[src/pkg/rcd_pkg.sv]
/*
  Shared constants of the clock trim and divider block: register byte
  offsets, field widths and positions, reset values, bus answers, states.
  Assumes a 32-bit AXI4-Lite register bus with word-aligned registers.
*/
package rcd_pkg;
  // Register byte addresses
  localparam logic [4:0] ADDR_CAL_AMT   = 5'h00;
  localparam logic [4:0] ADDR_CAL_EN    = 5'h04;
  localparam logic [4:0] ADDR_DIV_RATIO = 5'h08;
  localparam logic [4:0] ADDR_DIV_CTL   = 5'h0C;
  localparam logic [4:0] ADDR_CAL_PRD   = 5'h10;
  localparam logic [4:0] ADDR_TICK_SEL  = 5'h14;
  // Field widths and bit positions
  localparam int CAL_AMT_W   = 10;
  localparam int CAL_PRD_W   = 6;
  localparam int DIV_RATIO_W = 4;
  localparam int DIV_CNT_W   = 15;
  localparam int DIV_EN_BIT  = 0;
  localparam int DIV_RUN_BIT = 1;
  // Reset values
  localparam logic [CAL_AMT_W-1:0]   CAL_AMT_RST   = 10'h000;
  localparam logic [CAL_PRD_W-1:0]   CAL_PRD_RST   = 6'h00;
  localparam logic [DIV_RATIO_W-1:0] DIV_RATIO_RST = 4'h0;
  // Bus answers
  localparam logic [1:0] RESP_OKAY   = 2'h0;
  localparam logic [1:0] RESP_SLVERR = 2'h2;
  // Divider states, one-hot
  typedef enum logic [1:0] {
    RCD_DV_IDLE = 2'b01,
    RCD_DV_RUN  = 2'b10
  } rcd_dv_state_t;
endpackage

[src/pkg/rcd_ctl_if.sv]
/*
  Configuration and status carrier between the register file and the
  two clock engines. Assumes all ends run on sys_clk.
*/
`timescale 1ns/1ps
interface rcd_ctl_if;
  import rcd_pkg::*;
  logic [CAL_AMT_W-1:0]   cal_amt;
  logic                   cal_en;
  logic [CAL_PRD_W-1:0]   cal_prd;
  logic [DIV_RATIO_W-1:0] div_ratio;
  logic                   div_en;
  logic                   div_running;
  logic                   tick_sel;
  // Register side drives settings and watches the divider state
  modport regs (output cal_amt, cal_en, cal_prd, div_ratio, div_en, tick_sel,
                input div_running);
  modport trim (input cal_amt, cal_en, cal_prd);
  modport divr (input div_ratio, div_en, tick_sel, output div_running);
endinterface // rcd_ctl_if

[src/rcd_top.sv]
/*
  Clock trim and divider block with its AXI4-Lite register file. Holds
  the six registers and joins the trim engine and the divider.
  Assumes the selected input clock and the counter carry arrive as
  one-cycle enables from logic on sys_clk, so neither is synchronised.
*/
// Contract
// (RULE1) Hold a 10-bit count of input ticks removed per correction period.
// (RULE2) Period 19 with amount 8 masks eight ticks in every 20 seconds.
// (RULE3) The counter gets the input clock with those ticks removed.
// (RULE4) One enable bit turns masking on; reset value 0 means uncorrected.
// (RULE5) A 4-bit ratio divides the pin clock by two to that power.
// (RULE6) Software changes the ratio only while enable and running read 0.
// (RULE7) Running bit reads 1 while dividing; when stopped the pin is low.
// (RULE8) Writing enable 1 starts, 0 stops; status follows the real state.
// (RULE9) A 6-bit field sets the period as its value plus one seconds.
// (RULE10) Select 0 sends the carry to the tick pin, 1 its halved form.
// (RULE11) Software and bus resets leave all these registers untouched.
// (RULE12) Reserved bits read zero; software writes zero to them.
// (RULE13) Software derives the amount from measured frequency and base value.
// (RULE14) To retune: clear enable, await running 0, write ratio, enable.
`timescale 1ns/1ps
module rcd_top
  import rcd_pkg::*;
(
  input  wire logic        sys_clk,
  input  wire logic        rst,
  input  wire logic        soft_rst,
  input  wire logic        in_clk_tick,
  input  wire logic        carry_pulse,
  input  wire logic [4:0]  s_axi_awaddr,
  input  wire logic        s_axi_awvalid,
  output logic             s_axi_awready,
  input  wire logic [31:0] s_axi_wdata,
  input  wire logic [3:0]  s_axi_wstrb,
  input  wire logic        s_axi_wvalid,
  output logic             s_axi_wready,
  output logic [1:0]       s_axi_bresp,
  output logic             s_axi_bvalid,
  input  wire logic        s_axi_bready,
  input  wire logic [4:0]  s_axi_araddr,
  input  wire logic        s_axi_arvalid,
  output logic             s_axi_arready,
  output logic [31:0]      s_axi_rdata,
  output logic [1:0]       s_axi_rresp,
  output logic             s_axi_rvalid,
  input  wire logic        s_axi_rready,
  output logic             corrected_counter_clock,
  output logic             divided_clock_pin,
  output logic             counter_tick_pin
);
  typedef struct packed {
    logic                   aw_hold;
    logic [4:0]             awaddr;
    logic                   w_hold;
    logic [31:0]            wdata;
    logic [3:0]             wstrb;
    logic                   bvalid;
    logic [1:0]             bresp;
    logic                   rvalid;
    logic [4:0]             rd_addr;
    logic [31:0]            rdata;
    logic [1:0]             rresp;
    logic [CAL_AMT_W-1:0]   cal_amt;
    logic                   cal_en;
    logic [DIV_RATIO_W-1:0] div_ratio;
    logic                   div_en;
    logic [CAL_PRD_W-1:0]   cal_prd;
    logic                   tick_sel;
  } rcd_top_st_t;

  rcd_top_st_t q, d;
  rcd_ctl_if   ctl ();
  logic        commit;
  logic        ar_take;

  // True for the six decoded word addresses
  function automatic logic is_mapped(input logic [4:0] a);
    case (a)
      ADDR_CAL_AMT, ADDR_CAL_EN, ADDR_DIV_RATIO,
      ADDR_DIV_CTL, ADDR_CAL_PRD, ADDR_TICK_SEL: is_mapped = 1'b1;
      default:                                   is_mapped = 1'b0;
    endcase
  endfunction

  // Read word; narrow fields sit low and all unused bits read zero
  function automatic logic [31:0] rd_word(input logic [4:0]  a,
                                          input rcd_top_st_t s,
                                          input logic        run);
    rd_word = 32'h0000_0000; // RULE12
    case (a)
      ADDR_CAL_AMT:   rd_word[CAL_AMT_W-1:0]   = s.cal_amt;
      ADDR_CAL_EN:    rd_word[0]               = s.cal_en;
      ADDR_DIV_RATIO: rd_word[DIV_RATIO_W-1:0] = s.div_ratio;
      ADDR_DIV_CTL: begin
        rd_word[DIV_EN_BIT]  = s.div_en;
        rd_word[DIV_RUN_BIT] = run; // RULE7
      end
      ADDR_CAL_PRD:   rd_word[CAL_PRD_W-1:0]   = s.cal_prd;
      ADDR_TICK_SEL:  rd_word[0]               = s.tick_sel;
      default:        rd_word = 32'h0000_0000;
    endcase
  endfunction

  // Each address or data beat is held until its partner arrives
  assign s_axi_awready = !q.aw_hold && !q.bvalid;
  assign s_axi_wready  = !q.w_hold && !q.bvalid;
  assign s_axi_arready = !q.rvalid;
  assign commit        = q.aw_hold && q.w_hold;
  assign ar_take       = s_axi_arvalid && s_axi_arready;

  // Bus slave and register file
  always_comb begin
    d = q;
    if (s_axi_awvalid && s_axi_awready) begin
      d.aw_hold = 1'b1;
      d.awaddr  = s_axi_awaddr;
    end
    if (s_axi_wvalid && s_axi_wready) begin
      d.w_hold = 1'b1;
      d.wdata  = s_axi_wdata;
      d.wstrb  = s_axi_wstrb;
    end
    if (commit) begin
      d.aw_hold = 1'b0;
      d.w_hold  = 1'b0;
      d.bvalid  = 1'b1;
      d.bresp   = is_mapped(q.awaddr) ? RESP_OKAY : RESP_SLVERR;
      // Reserved bits are dropped on write, so they always read zero
      if (q.wstrb[0]) begin
        case (q.awaddr)
          ADDR_CAL_AMT:   d.cal_amt[7:0] = q.wdata[7:0]; // RULE1
          ADDR_CAL_EN:    d.cal_en = q.wdata[0]; // RULE4
          ADDR_DIV_RATIO: d.div_ratio = q.wdata[DIV_RATIO_W-1:0]; // RULE5
          ADDR_DIV_CTL:   d.div_en = q.wdata[DIV_EN_BIT]; // RULE8
          ADDR_CAL_PRD:   d.cal_prd = q.wdata[CAL_PRD_W-1:0]; // RULE9
          ADDR_TICK_SEL:  d.tick_sel = q.wdata[0]; // RULE10
          default:        d.tick_sel = q.tick_sel;
        endcase
      end
      if (q.wstrb[1] && q.awaddr == ADDR_CAL_AMT) begin
        d.cal_amt[CAL_AMT_W-1:8] = q.wdata[CAL_AMT_W-1:8]; // RULE1
      end
    end
    if (q.bvalid && s_axi_bready) begin
      d.bvalid = 1'b0;
    end
    if (ar_take) begin
      d.rvalid  = 1'b1;
      d.rd_addr = s_axi_araddr;
      d.rdata   = rd_word(s_axi_araddr, q, ctl.div_running);
      d.rresp   = is_mapped(s_axi_araddr) ? RESP_OKAY : RESP_SLVERR;
    end else if (q.rvalid && s_axi_rready) begin
      d.rvalid = 1'b0;
    end
  end

  // Only the power-on reset clears settings; soft_rst never reaches here
  always_ff @(posedge sys_clk or posedge rst) begin
    if (rst) begin
      q           <= '0;
      q.cal_amt   <= CAL_AMT_RST;
      q.cal_prd   <= CAL_PRD_RST;
      q.div_ratio <= DIV_RATIO_RST;
    end else begin
      q <= d; // RULE11
    end
  end

  assign s_axi_bvalid = q.bvalid;
  assign s_axi_bresp  = q.bresp;
  assign s_axi_rvalid = q.rvalid;
  assign s_axi_rdata  = q.rdata;
  assign s_axi_rresp  = q.rresp;

  // Settings out to the engines
  assign ctl.cal_amt   = q.cal_amt;
  assign ctl.cal_en    = q.cal_en;
  assign ctl.cal_prd   = q.cal_prd;
  assign ctl.div_ratio = q.div_ratio; // RULE6
  assign ctl.div_en    = q.div_en;
  assign ctl.tick_sel  = q.tick_sel;

  // Trim engine feeding the counter
  rcd_trim u_trim (
    .sys_clk                 (sys_clk),
    .rst                     (rst),
    .soft_rst                (soft_rst),
    .in_clk_tick             (in_clk_tick),
    .carry_pulse             (carry_pulse),
    .ctl                     (ctl.trim),
    .corrected_counter_clock (corrected_counter_clock)
  );

  // Divider and tick selector; ratio is read live, so retune only stopped
  rcd_div u_div (
    .sys_clk           (sys_clk),
    .rst               (rst),
    .soft_rst          (soft_rst),
    .in_clk_tick       (in_clk_tick),
    .carry_pulse       (carry_pulse),
    .ctl               (ctl.divr),
    .divided_clock_pin (divided_clock_pin),
    .counter_tick_pin  (counter_tick_pin)
  );

  // Checks on the register file
  property p_amt_store;
    @(posedge sys_clk) disable iff (rst)
    commit && q.awaddr == ADDR_CAL_AMT && q.wstrb[1:0] == 2'h3
      |=> q.cal_amt == $past(q.wdata[CAL_AMT_W-1:0]);
  endproperty
  a_amt_store: assert property (p_amt_store) else $error("amount not stored"); // RULE1

  property p_en_store;
    @(posedge sys_clk) disable iff (rst)
    commit && q.awaddr == ADDR_CAL_EN && q.wstrb[0]
      |=> ##1 ctl.cal_en == $past(q.wdata[0], 2);
  endproperty
  a_en_store: assert property (p_en_store) else $error("enable not applied"); // RULE4

  property p_ratio_store;
    @(posedge sys_clk) disable iff (rst)
    commit && q.awaddr == ADDR_DIV_RATIO && q.wstrb[0]
      |=> q.div_ratio == $past(q.wdata[DIV_RATIO_W-1:0]);
  endproperty
  a_ratio_store: assert property (p_ratio_store) else $error("ratio not stored"); // RULE5

  property p_start;
    @(posedge sys_clk) disable iff (rst)
    commit && q.awaddr == ADDR_DIV_CTL && q.wstrb[0] && q.wdata[DIV_EN_BIT]
      && !soft_rst && !ctl.div_running ##1 !soft_rst |=> ctl.div_running;
  endproperty
  a_start: assert property (p_start) else $error("divider did not start"); // RULE8

  property p_prd_store;
    @(posedge sys_clk) disable iff (rst)
    commit && q.awaddr == ADDR_CAL_PRD && q.wstrb[0]
      |=> q.cal_prd == $past(q.wdata[CAL_PRD_W-1:0]);
  endproperty
  a_prd_store: assert property (p_prd_store) else $error("period not stored"); // RULE9

  property p_keep;
    @(posedge sys_clk) disable iff (rst)
    soft_rst && !commit
      |=> $stable(q.cal_amt) && $stable(q.cal_en) && $stable(q.div_ratio)
          && $stable(q.div_en) && $stable(q.cal_prd) && $stable(q.tick_sel);
  endproperty
  a_keep: assert property (p_keep) else $error("setting lost on soft reset"); // RULE11

  property p_rsv;
    @(posedge sys_clk) disable iff (rst)
    q.rvalid && q.rd_addr == ADDR_DIV_CTL |-> q.rdata[31:2] == 30'h0;
  endproperty
  a_rsv: assert property (p_rsv) else $error("reserved bits not zero"); // RULE12

  property p_run_read;
    @(posedge sys_clk) disable iff (rst)
    ar_take && s_axi_araddr == ADDR_DIV_CTL
      |=> s_axi_rdata[DIV_RUN_BIT] == $past(ctl.div_running);
  endproperty
  a_run_read: assert property (p_run_read) else $error("status misread"); // RULE7

  property p_bresp_time;
    @(posedge sys_clk) disable iff (rst)
    s_axi_awvalid && s_axi_awready && s_axi_wvalid && s_axi_wready
      |=> ##1 s_axi_bvalid;
  endproperty
  a_bresp_time: assert property (p_bresp_time) else $error("write answer late");

  property p_unmapped;
    @(posedge sys_clk) disable iff (rst)
    ar_take && !is_mapped(s_axi_araddr)
      |=> s_axi_rresp == RESP_SLVERR && s_axi_rdata == 32'h0000_0000;
  endproperty
  a_unmapped: assert property (p_unmapped) else $error("unmapped read accepted");
endmodule // rcd_top

[src/rcd_trim.sv]
/*
  Cycle-masking trim engine: removes a programmed number of input clock
  ticks once per programmed whole-second period.
  Assumes in_clk_tick and carry_pulse are one-cycle enables on sys_clk.
*/
`timescale 1ns/1ps
module rcd_trim
  import rcd_pkg::*;
(
  input  wire logic sys_clk,
  input  wire logic rst,
  input  wire logic soft_rst,
  input  wire logic in_clk_tick,
  input  wire logic carry_pulse,
  rcd_ctl_if.trim   ctl,
  output logic      corrected_counter_clock
);
  typedef struct packed {
    logic [CAL_PRD_W-1:0] sec_cnt;
    logic [CAL_AMT_W-1:0] budget;
    logic                 out;
  } rcd_trim_st_t;
  rcd_trim_st_t q, d;

  // Mask ticks while budget lasts, reload at each period boundary
  always_comb begin
    d = q;
    d.out = in_clk_tick & ~(ctl.cal_en & (q.budget != '0)); // RULE3 RULE4
    if (!ctl.cal_en || soft_rst) begin
      d.sec_cnt = '0;
      d.budget  = ctl.cal_amt; // RULE4
    end else begin
      if (in_clk_tick && q.budget != '0) begin
        d.budget = q.budget - 10'h001; // RULE1
      end
      if (carry_pulse) begin
        if (q.sec_cnt == ctl.cal_prd) begin // RULE9
          d.sec_cnt = '0;
          d.budget  = ctl.cal_amt; // RULE2
        end else begin
          d.sec_cnt = q.sec_cnt + 6'h01;
        end
      end
    end
  end

  // Engine state is not a register; the soft reset restarts it instead
  always_ff @(posedge sys_clk or posedge rst) begin
    if (rst) q <= '0;
    else     q <= d;
  end

  assign corrected_counter_clock = q.out;

  property p_mask;
    @(posedge sys_clk) disable iff (rst)
    ctl.cal_en && q.budget != '0 && in_clk_tick |=> !corrected_counter_clock;
  endproperty
  a_mask: assert property (p_mask) else $error("tick passed with budget left"); // RULE1
  property p_reload;
    @(posedge sys_clk) disable iff (rst)
    ctl.cal_en && !soft_rst && carry_pulse && q.sec_cnt == ctl.cal_prd
      |=> q.sec_cnt == '0 && q.budget == $past(ctl.cal_amt);
  endproperty
  a_reload: assert property (p_reload) else $error("period end not reloaded"); // RULE2
  property p_pass;
    @(posedge sys_clk) disable iff (rst)
    !ctl.cal_en |=> corrected_counter_clock == $past(in_clk_tick);
  endproperty
  a_pass: assert property (p_pass) else $error("uncorrected clock altered"); // RULE4
endmodule // rcd_trim

[src/rcd_div.sv]
/*
  Power-of-two divider for the divided-clock pin, and the carry selector
  for the counter tick pin.
  Assumes in_clk_tick and carry_pulse are one-cycle enables on sys_clk.
*/
`timescale 1ns/1ps
module rcd_div
  import rcd_pkg::*;
(
  input  wire logic sys_clk,
  input  wire logic rst,
  input  wire logic soft_rst,
  input  wire logic in_clk_tick,
  input  wire logic carry_pulse,
  rcd_ctl_if.divr   ctl,
  output logic      divided_clock_pin,
  output logic      counter_tick_pin
);
  typedef struct packed {
    rcd_dv_state_t        st;
    logic [DIV_CNT_W-1:0] cnt;
    logic                 pin;
    logic                 half;
    logic                 tick;
  } rcd_div_st_t;
  rcd_div_st_t q, d;
  logic [DIV_CNT_W-1:0] lim;

  // Ticks per half period, less one
  assign lim = (15'h0001 << (ctl.div_ratio - 4'h1)) - 15'h0001;

  always_comb begin
    d = q;
    // Halved carry toggles on every carry pulse
    if (carry_pulse) d.half = ~q.half;
    d.tick = ctl.tick_sel ? d.half : carry_pulse; // RULE10
    case (q.st)
      RCD_DV_IDLE: begin
        d.pin = 1'b0; // RULE7
        if (ctl.div_en && !soft_rst) begin // RULE8
          d.st  = RCD_DV_RUN;
          d.cnt = '0;
        end
      end
      RCD_DV_RUN: begin
        // A cleared enable stops only at a low phase; soft_rst stops at once and forces the pin low
        if (soft_rst || (!ctl.div_en && !q.pin)) begin // RULE8
          d.st  = RCD_DV_IDLE;
          d.pin = 1'b0;
        end else if (ctl.div_ratio == '0) begin
          d.pin = in_clk_tick; // RULE5
        end else if (in_clk_tick) begin
          if (q.cnt >= lim) begin // RULE5
            d.cnt = '0;
            d.pin = ~q.pin;
          end else begin
            d.cnt = q.cnt + 15'h0001;
          end
        end
      end
      default: begin
        d.st  = RCD_DV_IDLE;
        d.pin = 1'b0;
      end
    endcase
  end

  always_ff @(posedge sys_clk or posedge rst) begin
    if (rst) q <= '{st: RCD_DV_IDLE, default: '0};
    else     q <= d;
  end

  assign ctl.div_running   = (q.st == RCD_DV_RUN); // RULE7
  assign divided_clock_pin = q.pin;
  assign counter_tick_pin  = q.tick;

  property p_low_idle;
    @(posedge sys_clk) disable iff (rst)
    !ctl.div_running |-> !divided_clock_pin;
  endproperty
  a_low_idle: assert property (p_low_idle) else $error("pin high while stopped"); // RULE7
  property p_stop;
    @(posedge sys_clk) disable iff (rst)
    !ctl.div_en && !divided_clock_pin |=> !ctl.div_running;
  endproperty
  a_stop: assert property (p_stop) else $error("divider did not stop"); // RULE8
  property p_direct;
    @(posedge sys_clk) disable iff (rst)
    !ctl.tick_sel |=> counter_tick_pin == $past(carry_pulse);
  endproperty
  a_direct: assert property (p_direct) else $error("carry not routed"); // RULE10
endmodule // rcd_div

[config.mk]
export PLATFORM = sky130hd
export DESIGN_NAME = rcd_top
export DESIGN_NICKNAME = d
export VERILOG_FILES = /design/src/pkg/rcd_pkg.sv /design/src/pkg/rcd_ctl_if.sv /design/src/rcd_top.sv /design/src/rcd_trim.sv /design/src/rcd_div.sv
export SDC_FILE = /design/constraint.sdc
export NUM_CORES = 1
export LEC_CHECK = 0
export ABC_AREA = 1
export BUFFER_PORTS_ARGS = -buffer_cell sky130_fd_sc_hd__clkbuf_2
export CELL_PAD_IN_SITES_DETAIL_PLACEMENT = 0
export CELL_PAD_IN_SITES_GLOBAL_PLACEMENT = 1
export CORE_ASPECT_RATIO = 1.5
export CORE_MARGIN = 2
export CORE_UTILIZATION = 25
export DETAILED_ROUTE_END_ITERATION = 12
export GPL_ROUTABILITY_DRIVEN = 0
export PLACE_DENSITY_LB_ADDON = 0.2
export SYNTH_ARGS = -nofsm -noshare
export SYNTH_HDL_FRONTEND = slang
export SYNTH_SLANG_ARGS = --single-unit
[constraint.sdc]
create_clock -name sys_clk -period 2.9 [get_ports sys_clk]
set_input_delay 0.145 -clock sys_clk [delete_from_list [all_inputs] [get_ports sys_clk]]
set_output_delay 0.145 -clock sys_clk [all_outputs]
set_load 0.01 [all_outputs]
== After elaboration in Yosys (flattened, before gate mapping) ==
Cells that the tools add are included.

* Word-level logic and storage cells: 139
* Register bits: 119
* Output and inout bits: 44

* Order comparisons: 1
* Equality and inequality tests: 20
* Add/subtract/negate cells: 5
* Multiplexer cells: 38
* Shift operators: 1
* Bitwise gates (word level): 5
* Reduce and logical (&&, ||, !) cells: 44

{| class="wikitable"
|+ Operators with widths
! cell !! number
|-
| $mux W16 || 3
|-
| $mux W15 || 3
|-
| $mux W37 || 1
|-
| $pmux W15 S2 || 1
|-
| $eq A5 B4 Y1 const B || 4
|-
| $eq A5 B5 Y1 const B || 4
|-
| $mux W10 || 2
|-
| $reduce_and A3 Y1 || 6
|-
| $mux W17 || 1
|-
| $add A15 B1 Y15 const B || 1
|-
| $ge A15 B15 Y1 || 1
|-
| $mux W1 || 15
|-
| $shl A1 B4 Y15 const A || 1
|-
| $sub A15 B1 Y15 const B || 1
|-
| $logic_and A1 B1 Y1 || 12
|-
| $mux W6 || 2
|-
| $reduce_bool A2 Y1 || 6
|-
| $reduce_or A6 Y1 || 2
|-
| $eq A5 B3 Y1 const B || 2
|-
| $logic_not A5 Y1 || 2
|-
| $reduce_bool A10 Y1 || 1
|-
| $sub A10 B1 Y10 const B || 1
|-
| $logic_not A1 Y1 || 8
|-
| $pmux W2 S2 || 2
|-
| 21 further kinds || 32
|}

== Longest topological paths before layout ==
Gate-level depths: netlist of run 1.

* Word-level depth: 9
* Depth in mapped cells: 21
* Depth with buffers taken out: 21

== Modules after synthesis ==
A second synthesis of run 1 with hierarchy kept.

* Cells, all modules: 773
* Area, all modules: 5848.1 um^2

{| class="wikitable"
|+ Modules (own cells, without submodules)
! module !! seq. area each (um^2) !! instances !! area an instance (um^2) !! cells an instance
|-
| rcd_top || 1401.3 || 1 || 2737.6 || 294
|-
| rcd_div || 501.7 || 1 || 1914.3 || 292
|-
| rcd_trim || 425.4 || 1 || 1196.1 || 187
|}

== Worst setup path before layout of run 1 ==
No wires, ideal clock.

* Path kind: register -> register
* Start: register ctl.div_ratio[1] (netlist name)
* End: register u_div.q[10] (netlist bit)
* Arrival time: 2.552 ns
* Setup time: 0.123 ns
* Cell stages (with the launch flop): 21
* Path slack: 0.225 ns
* Data required time: 2.777 ns
* Path buffers: 0
* Period minus slack after synthesis: 2.675 ns
* Path through: dfrtp_1 > inv_2 > nand2_1 > inv_1 > nand2_1 > ha_1 > nand3_2 > nor2_2 > nand2_1 > o21ai_2 > nand2_1 > ha_1 > nand2_1 > nor2_1 > inv_1 > nor2_1 > nand2_1 > nand3_1 > nor2_2 > nor2_4 > nor2_1

* Longest elaborated chain between the ends: 9

{| class="wikitable"
|+ Ends and longest elaborated chain
! element !! line !! text
|-
| $sub A4 B1 Y4 || rcd_div.sv:30 || <nowiki>assign lim = (15'h0001 << (ctl.div_ratio - 4'h1)) - 15'h0001;</nowiki>
|-
| $shl A1 B4 Y15 || rcd_div.sv:30 ||
|-
| $sub A15 B1 Y15 || rcd_div.sv:30 ||
|-
| $ge A15 B15 Y1 || rcd_div.sv:53 || <nowiki>if (q.cnt >= lim) begin</nowiki>
|-
| $mux W15 || rcd_div.sv:53 ||
|-
| $mux W16 || rcd_div.sv:52 || <nowiki>end else if (in_clk_tick) begin</nowiki>
|-
| $mux W15 || rcd_div.sv:50 || <nowiki>end else if (ctl.div_ratio == '0) begin</nowiki>
|-
| $mux W15 || rcd_div.sv:47 || <nowiki>if (soft_rst || (!ctl.div_en && !q.pin)) begin</nowiki>
|-
| $pmux W15 S2 || rcd_div.sv:37 || <nowiki>case (q.st)</nowiki>
|-
| to (signal assigned) || rcd_div.sv:69 || <nowiki>if (rst) q <= '{st: RCD_DV_IDLE, default: '0};</nowiki>
|-
| to (signal assigned) || rcd_div.sv:70 || <nowiki>else q <= d;</nowiki>
|-
| to (decl) || rcd_div.sv:26 || <nowiki>rcd_div_st_t q, d;</nowiki>
|}

Several ways; a longest one is shown, not always the timed one. The select of a mux whose other input is x is not followed.
A chain may end at the register's enable or synchronous reset.

== Final worst setup path of run 1 ==
* Start: register ctl.div_ratio[0] (netlist name)
* End: register u_div.q[15] (netlist bit)

* Longest elaborated chain between the ends: 9

{| class="wikitable"
|+ Ends and longest elaborated chain
! element !! line
|-
| $sub A4 B1 Y4 || rcd_div.sv:30
|-
| $shl A1 B4 Y15 || rcd_div.sv:30
|-
| $sub A15 B1 Y15 || rcd_div.sv:30
|-
| $ge A15 B15 Y1 || rcd_div.sv:53
|-
| $mux W15 || rcd_div.sv:53
|-
| $mux W16 || rcd_div.sv:52
|-
| $mux W15 || rcd_div.sv:50
|-
| $mux W15 || rcd_div.sv:47
|-
| $pmux W15 S2 || rcd_div.sv:37
|}

Several ways; a longest one is shown, not always the timed one. The select of a mux whose other input is x is not followed.

==> impl_metrics.yaml, run 1 <==
die:
  rows: 67
  design.core.area_um2: 22300
  io-pin-count: 100
  die_y_um: 188
  die_area_um2: 23900
  initial_core_util_pct: 25.4
  die_x_um: 127
pwr:
  power.leakage_uw: 0.00341
  p_total_uw: 6850
  ir_drop_mv: 0.489
  power.density_nw_per_um2: 1020
global_route:
  grt_usage_pct: 13.7
  overflow: 0
  grt_pass1_vias: 4771
  grt_pass1_wl_um: 25300
  grt_max_degree: 53
  antenna_found_initial: 0
clock_network:
  clock_latency_ns: 0.36
  cts_root_buf: "clkbuf_16"
  cts_sinks: 93
  clock_path_buffers: 2
  htreeDepth: 3
  clkTransAtPathRegs_ns: 0.07
  cts_tree: "done"
  cts_inserted_buffers: 9
critical_path:
  r2r_cells: 20
  arrival_ns: 2.94
  end_kind: "flip-flop"
  worstPathRequired_ns: 3.18
  cp-start-kind: "flip-flop"
  crit_fanout: 6
  path_class: "flip-flop to flip-flop"
synthesis:
  yosys_warnings: 0
  synth_flop_cell: "dfrtp_1"
  synth_common_cells: "nand2_1 (192), inv_1 (95), dfrtp_1 (92)"
  synth_cell_types: 44
  syn_avg_cell_area_um2: 7.56
  yosysMostFrequentCell: "nand2_1"
  synthCells: 749
  synth_edf_count: 0
  synth_area_um2: 5660
  synthArstFlopShare_pct: 100
  synth_area_leader_cell: "dfrtp_1"
  ys_seq_elements: 93
  yosys-top-cells-area: "dfrtp_1 (41%), nand2_1 (13%), inv_1 (6.3%), buf_4 (5.0%), nor2_1 (4.8%)"
  synth_top_area_share_pct: 40.7
  synth_seq_area_share_pct: 41.1
final_layout:
  diodes: 0
  area_growth_pct: 18.8
  finalInstanceArea_um2: 6730
  nets: 896
  drive_gt1_share_pct: 18.3
drt:
  drtAntennaViolNets: 0
  drtIter0Drc: 172
  route.detailed.drc: 0
  wirelength_um: 15600
  via_per_inst: 4.29
  first_pass_iters: 4
  vias: 4730
  wl_per_cell_um: 14.1
hold_path:
  hold_path_depth: 2
  min-delay-path-class: "primary input to flip-flop"
timing:
  max_freq_mhz: 377
  finalSetupViolCount: 0
  slew_headroom_pct: 53.5
  finalClockSkew_ns: 0.00932
  post-route-period-util_pct: 91.6
  hold_violations: 0
  drv_slew: 0
  max_slew.worst_pin.slew_ns: 0.696
  fin_crit_ns: 2.66
placed_design:
  placed_area_um2: 6240
  port_buffers: 51
  dpl.hpwl_um: 12400
job:
  drv_cap: 0
outcome:
  outcome: "finished, final reports clean"
==> critical path: stages, from the launching register on <==
cell and delay [ns]:
dfrtp_2 0.42, inv_2 0.07, nand2_2 0.09, nor2_2 0.05, nand2_2 0.06, nand2_1 0.08, nor2_4 0.14, nand3_4 0.11
o21ai_1 0.12, o21ai_0 0.10, ha_1 0.34, nand2_1 0.07, nand2_1 0.05, nand2_1 0.07, nand2_2 0.07, a21oi_2 0.20
nand3_2 0.13, buf_4 0.18, nor2_1 0.08, nand3_1 0.07, o21ai_0 0.07
==> layout by cell type (no fill, tap or decap), types with 2 or more instances in the layout <==
cell,count
nor2_2,9
inv_1,94
bufinv_16,2
nand3_2,3
a21oi_2,2
dlygate4sd3_1,4
nor3_2,2
clkbuf_16,9
xor2_1,17
mux2_2,5
nor2_4,9
nand2_1,187
a21oi_1,30
nand2_2,7
o211ai_1,2
inv_8,2
inv_2,5
o21ai_1,5
o31ai_1,3
dfrtp_2,2
clkbuf_2,51
dfrtp_1,90
o21ai_0,45
nand3_1,45
nor3_1,8
o21bai_1,2
nand4_1,16
nand3b_1,2
ha_1,18
buf_4,30
nor2_1,68
o22ai_1,5
xnor2_1,3
conb_1,24
==> state kept, by name, summed over array words and instances (netlist names), 4 cells and up <==
register / flops
q: 19
u_trim.q: 16
ctl.div_ratio: 4
ctl.cal_amt: 10
ctl.cal_prd: 6
u_div.q: 18
s_axi_rdata: 10
==> power by group <==
part	switching [uW]	internal, uW
sequential	331	1670
clock	584	780
combinational	2110	1380
total	3020	3830
==> path summary, 6_finish.rpt <==
path                                              startpoint                       to  slack [ns]
worst min-delay path                          s_axi_wstrb[1]        q[67]$_DFFE_PP0P_        0.03
max in group asynchronous                                rst  u_div.q[18]$_DFFE_PP1P_        1.73
min in group asynchronous                                rst        q[78]$_DFFE_PP0P_        0.38
worst max-delay path            ctl.div_ratio[0]$_DFFE_PP0P_  u_div.q[15]$_DFFE_PP0P_        0.24
worst max register to register  ctl.div_ratio[0]$_DFFE_PP0P_  u_div.q[15]$_DFFE_PP0P_        0.24
worst min register to register          u_div.q[1]$_DFF_PP0_     u_div.q[1]$_DFF_PP0_        0.46
==> routing by layer <==
layer | track usage (%) | part of all wire, % | up-vias
met2 | 25.7 | 54 | 77
met5 | 0 | 0 | -
met3 | 1.96 | 2.7 | 17
met1 | 15.4 | 41 | 2146
li1 | - | - | 2490
met4 | 5.16 | 2.1 | 0
==> what timing repair did <==
| action | 4_1_cts | 5_1_grt |
|---|---|---|
| gates resized for setup | 0 | 26 |
| setup buffers | 0 | 2 |
| hold endpoints to repair | 44 | 0 |
| hold buffers | 4 | 0 |
| setup endpoints to repair | 0 | 15 |
==> final cells by class <==
cell class / count / area [um^2]
Clock buffer: 9 / 225
Fill cell: 2477 / 15600
Sequential cell: 93 / 2330
Clock inverter: 7 / 116
Multi-Input combinational cell: 531 / 2790
Inverter: 100 / 378
Timing Repair Buffer: 86 / 541
Tap cell: 276 / 345
==> per-stage QoR <==
step	setup slack, ns	setup TNS [ns]	hold slack (ns)	util [%]	instances
after global placement	0.0777	0	0.252	28.0	1080
after detailed placement	0.0376	0	0.253	28.0	1080
after CTS	0.0305	0	0.00737	29.7	1100
after global routing	-0.00187	-0.00187	0.0125	30.2	1102
final	0.244	0	0.0267	30.2	1102
after floorplan	0.225	0	0.252	-	772
==> kinds of logic after synthesis <==
kind of cell	synth area share, %
and+or+nand+nor	27.7
muxes	0.994
xor gates and xnor gates	3.09
AOI/OAI and AO/OA	10.1
DFF	41.1
adders and majority gates	4.20
other	0.0662
buffers and inverters	12.7
Note: power is estimated with default switching activity, not from simulation.
==> inputs of run 2 (changes only) <==
--- a/config.mk
+++ b/config.mk
@@ -5,15 +5,14 @@
 export SDC_FILE = /design/constraint.sdc
 export NUM_CORES = 1
 export LEC_CHECK = 0
-export ABC_AREA = 1
 export BUFFER_PORTS_ARGS = -buffer_cell sky130_fd_sc_hd__clkbuf_2
 export CELL_PAD_IN_SITES_DETAIL_PLACEMENT = 0
 export CELL_PAD_IN_SITES_GLOBAL_PLACEMENT = 1
 export CORE_ASPECT_RATIO = 1.5
-export CORE_MARGIN = 2
 export CORE_UTILIZATION = 25
 export DETAILED_ROUTE_END_ITERATION = 12
 export GPL_ROUTABILITY_DRIVEN = 0
+export GPL_TIMING_DRIVEN = 0
 export PLACE_DENSITY_LB_ADDON = 0.2
 export SYNTH_ARGS = -nofsm -noshare
 export SYNTH_HDL_FRONTEND = slang
==> impl_metrics.yaml, run 2 <==
timing:
  fin_tns_setup_ns: -4.80
  fin_crit_ns: 3.26
  max_freq_mhz: 307
  finalClockSkew_ns: 0.0102
  finalSetupViolCount: 16
  layout_setup_ws_ns: -0.360
  slew_headroom_pct: 42.2
  rsz0062_at_grt: "true"
  drv_slew: 0
  hold_violations: 0
  max_slew.worst_pin.slew_ns: 0.860
  post-route-period-util_pct: 112
final_layout:
  max_flop_register: "q"
  regArea_um2: 2330
  finalInstanceArea_um2: 6810
  drive_gt1_share_pct: 34.7
  final_common_cell: "dfrtp_1"
  post-route-util_pct: 32.4
  area_growth_pct: 27.2
  diodes: 0
  multi_input_area_um2: 2900
  nets: 707
  nFillCells: 2223
  top_regs: "q (19), u_div.q (18), u_trim.q (16)"
  largest_reg_flops: 19
  final_cell_mix: "dfrtp_1 (90), buf_4 (49), clkbuf_2 (49), nand2_1 (41), mux2_2 (40)"
drt:
  route.detailed.drc: 0
  via_per_inst: 4.61
  drtAntennaViolNets: 0
  drtIter0Drc: 181
  wl_per_cell_um: 15.9
  wirelength_um: 14400
  first_pass_iters: 4
  vias: 4167
placed_design:
  pre_cts_ws_ns: -0.916
  placed_area_um2: 6110
  dpl.hpwl_um: 10600
  port_buffers: 49
synthesis:
  synth_edf_count: 0
  ys_seq_elements: 93
  synthCells: 528
  synth_flop_cell: "dfrtp_1"
  yosys-top-cells-area: "dfrtp_1 (43%), mux2_2 (8.4%), buf_4 (5.3%), ha_1 (4.4%), a21oi_1 (3.2%)"
  synth_common_cells: "dfrtp_1 (92), nand2_1 (43), mux2_2 (40)"
  synth_cell_types: 63
  yosysMostFrequentCell: "dfrtp_1"
  synth_seq_area_share_pct: 43.5
  yosys_warnings: 0
  synthArstFlopShare_pct: 100
  synth_area_um2: 5350
  syn_avg_cell_area_um2: 10.1
  synth_top_area_share_pct: 43.0
  synth_area_leader_cell: "dfrtp_1"
pwr:
  seqPwrFrac_pct: 41.9
  power.density_nw_per_um2: 743
  switching_share_pct: 37.4
  ir_drop_mv: 0.337
  power.leakage_uw: 0.00302
  p_sw_uw: 1890
  p_int_uw: 3170
  power_frac_clock_pct: 22.9
  p_comb_share_pct: 35.3
  p_total_uw: 5060
job:
  drv_cap: 0
critical_path:
  crit_fanout: 6
  end_kind: "flip-flop"
  arrival_ns: 3.53
  startpoint: "ctl.div_ratio[0]$_DFFE_PP0P_"
  timing.rr.start: "ctl.div_ratio[0]$_DFFE_PP0P_"
  path_class: "flip-flop to flip-flop"
  worstPathRequired_ns: 3.17
  cp-start-kind: "flip-flop"
clock_network:
  cts_tree: "done"
  htreeDepth: 3
  cts_inserted_buffers: 9
  cts_root_buf: "clkbuf_16"
  clock_latency_ns: 0.36
  clock_path_buffers: 2
  clkTransAtPathRegs_ns: 0.07
  cts_sinks: 93
die:
  rows: 65
  die_x_um: 121
  initial_core_util_pct: 25.5
  die_area_um2: 22000
  design.core.area_um2: 21000
  io-pin-count: 100
  die_y_um: 181
global_route:
  grt_usage_pct: 13.6
  grt_max_degree: 61
  antenna_found_initial: 0
  overflow: 0
  grt_pass1_wl_um: 22900
  grt_pass1_vias: 4305
hold_path:
  min-delay-path-class: "primary input to flip-flop"
  worstHoldStart: "s_axi_wstrb[0]"
outcome:
  outcome: "finished with violations"
  failed_checks: "negative setup slack"
-- run 2: cell types whose count changed after synthesis, moves of 20 or more --
cell,previous run,this run
nand2_1,192,43
inv_1,95,14
nor2_1,73,31
mux2_2,5,40
nand3_1,47,14
o21ai_0,46,26
-- run 2: cells by family after synthesis --
logic type	synth area share, %
muxes	9.73
adders and majority gates	4.44
DFF	43.5
other	0.0701
xor gates and xnor gates	4.42
buffers and inverters	8.09
and+or+nand+nor	15.8
AOI/OAI and AO/OA	14.0
-- run 2: cell type report --
class,instances,share of cell area [%]
Clock inverter,5,0.515
Timing Repair Buffer,71,6.89
Buffer,56,6.51
Sequential cell,93,34.3
Multi-Input combinational cell,387,42.6
Clock buffer,10,3.51
Inverter,14,0.809
Tap cell,268,4.93
-- run 2: worst paths after layout --
path / end / slack (ns) / cells after the start
max in group asynchronous: ctl.cal_prd[1]$_DFFE_PP0P_ / 1.87 / 4
worst min register to register: u_div.q[1]$_DFF_PP0_ / 0.47 / 1
worst max-delay path: u_div.q[6]$_DFFE_PP0P_ / -0.36 / 13
min in group asynchronous: u_div.q[4]$_DFFE_PP0P_ / 0.36 / 3
worst max register to register: u_div.q[6]$_DFFE_PP0P_ / -0.36 / 13
worst min-delay path: q[66]$_DFFE_PP0P_ / 0.02 / 2
-- run 2: worst max-delay path, cell delays in order (launching register included) --
cell and delay, ns:
dfrtp_1 0.38, clkbuf_8 0.15, or4b_4 0.54, ha_4 0.21
buf_8 0.14, nor4_4 0.28, a21oi_1 0.09, ha_1 0.32
a21oi_2 0.21, nor4_4 0.07, a211oi_4 0.31, nand2_2 0.15
buf_8 0.16, a22oi_1 0.17
-- run 2: power by group through the flow --
stage | clock network, uW | registers [uW] | logic, uW
2_1_floorplan | 0 | 1970 | 1310
3_3_place_gp | 0 | 2130 | 1610
3_5_place_dp | 0 | 2150 | 1650
4_1_cts | 1200 | 2120 | 1730
5_1_grt | 1240 | 2170 | 2000
6_report | 1160 | 2120 | 1780
-- run 2: repair_timing --
action / 4_1_cts / 5_1_grt
pin swaps: 12 / 26
gates resized for setup: 24 / 31
hold buffers: 3 / 0
endpoints found under the setup margin: 16 / 16
gates cloned: 1 / 0
endpoints found under the hold margin: 34 / 0
setup buffers: 12 / 5
-- run 2: stage by stage --
step,instances,hold slack [ns]
after floorplan,551,0.238
after global placement,868,0.325
after detailed placement,869,0.206
after CTS,899,0.00703
after global routing,904,0.0222
final,904,0.0191
-- run 2: per-layer routing --
| metal | global-route usage [%] | vias up | wire length (um) |
|---|---|---|---|
| met5 | 0 | - | 0 |
| met4 | 5.09 | 0 | 246 |
| met3 | 2.02 | 16 | 334 |
| met2 | 26.0 | 58 | 8120 |
| met1 | 14.7 | 2039 | 5670 |
| li1 | - | 2054 | - |
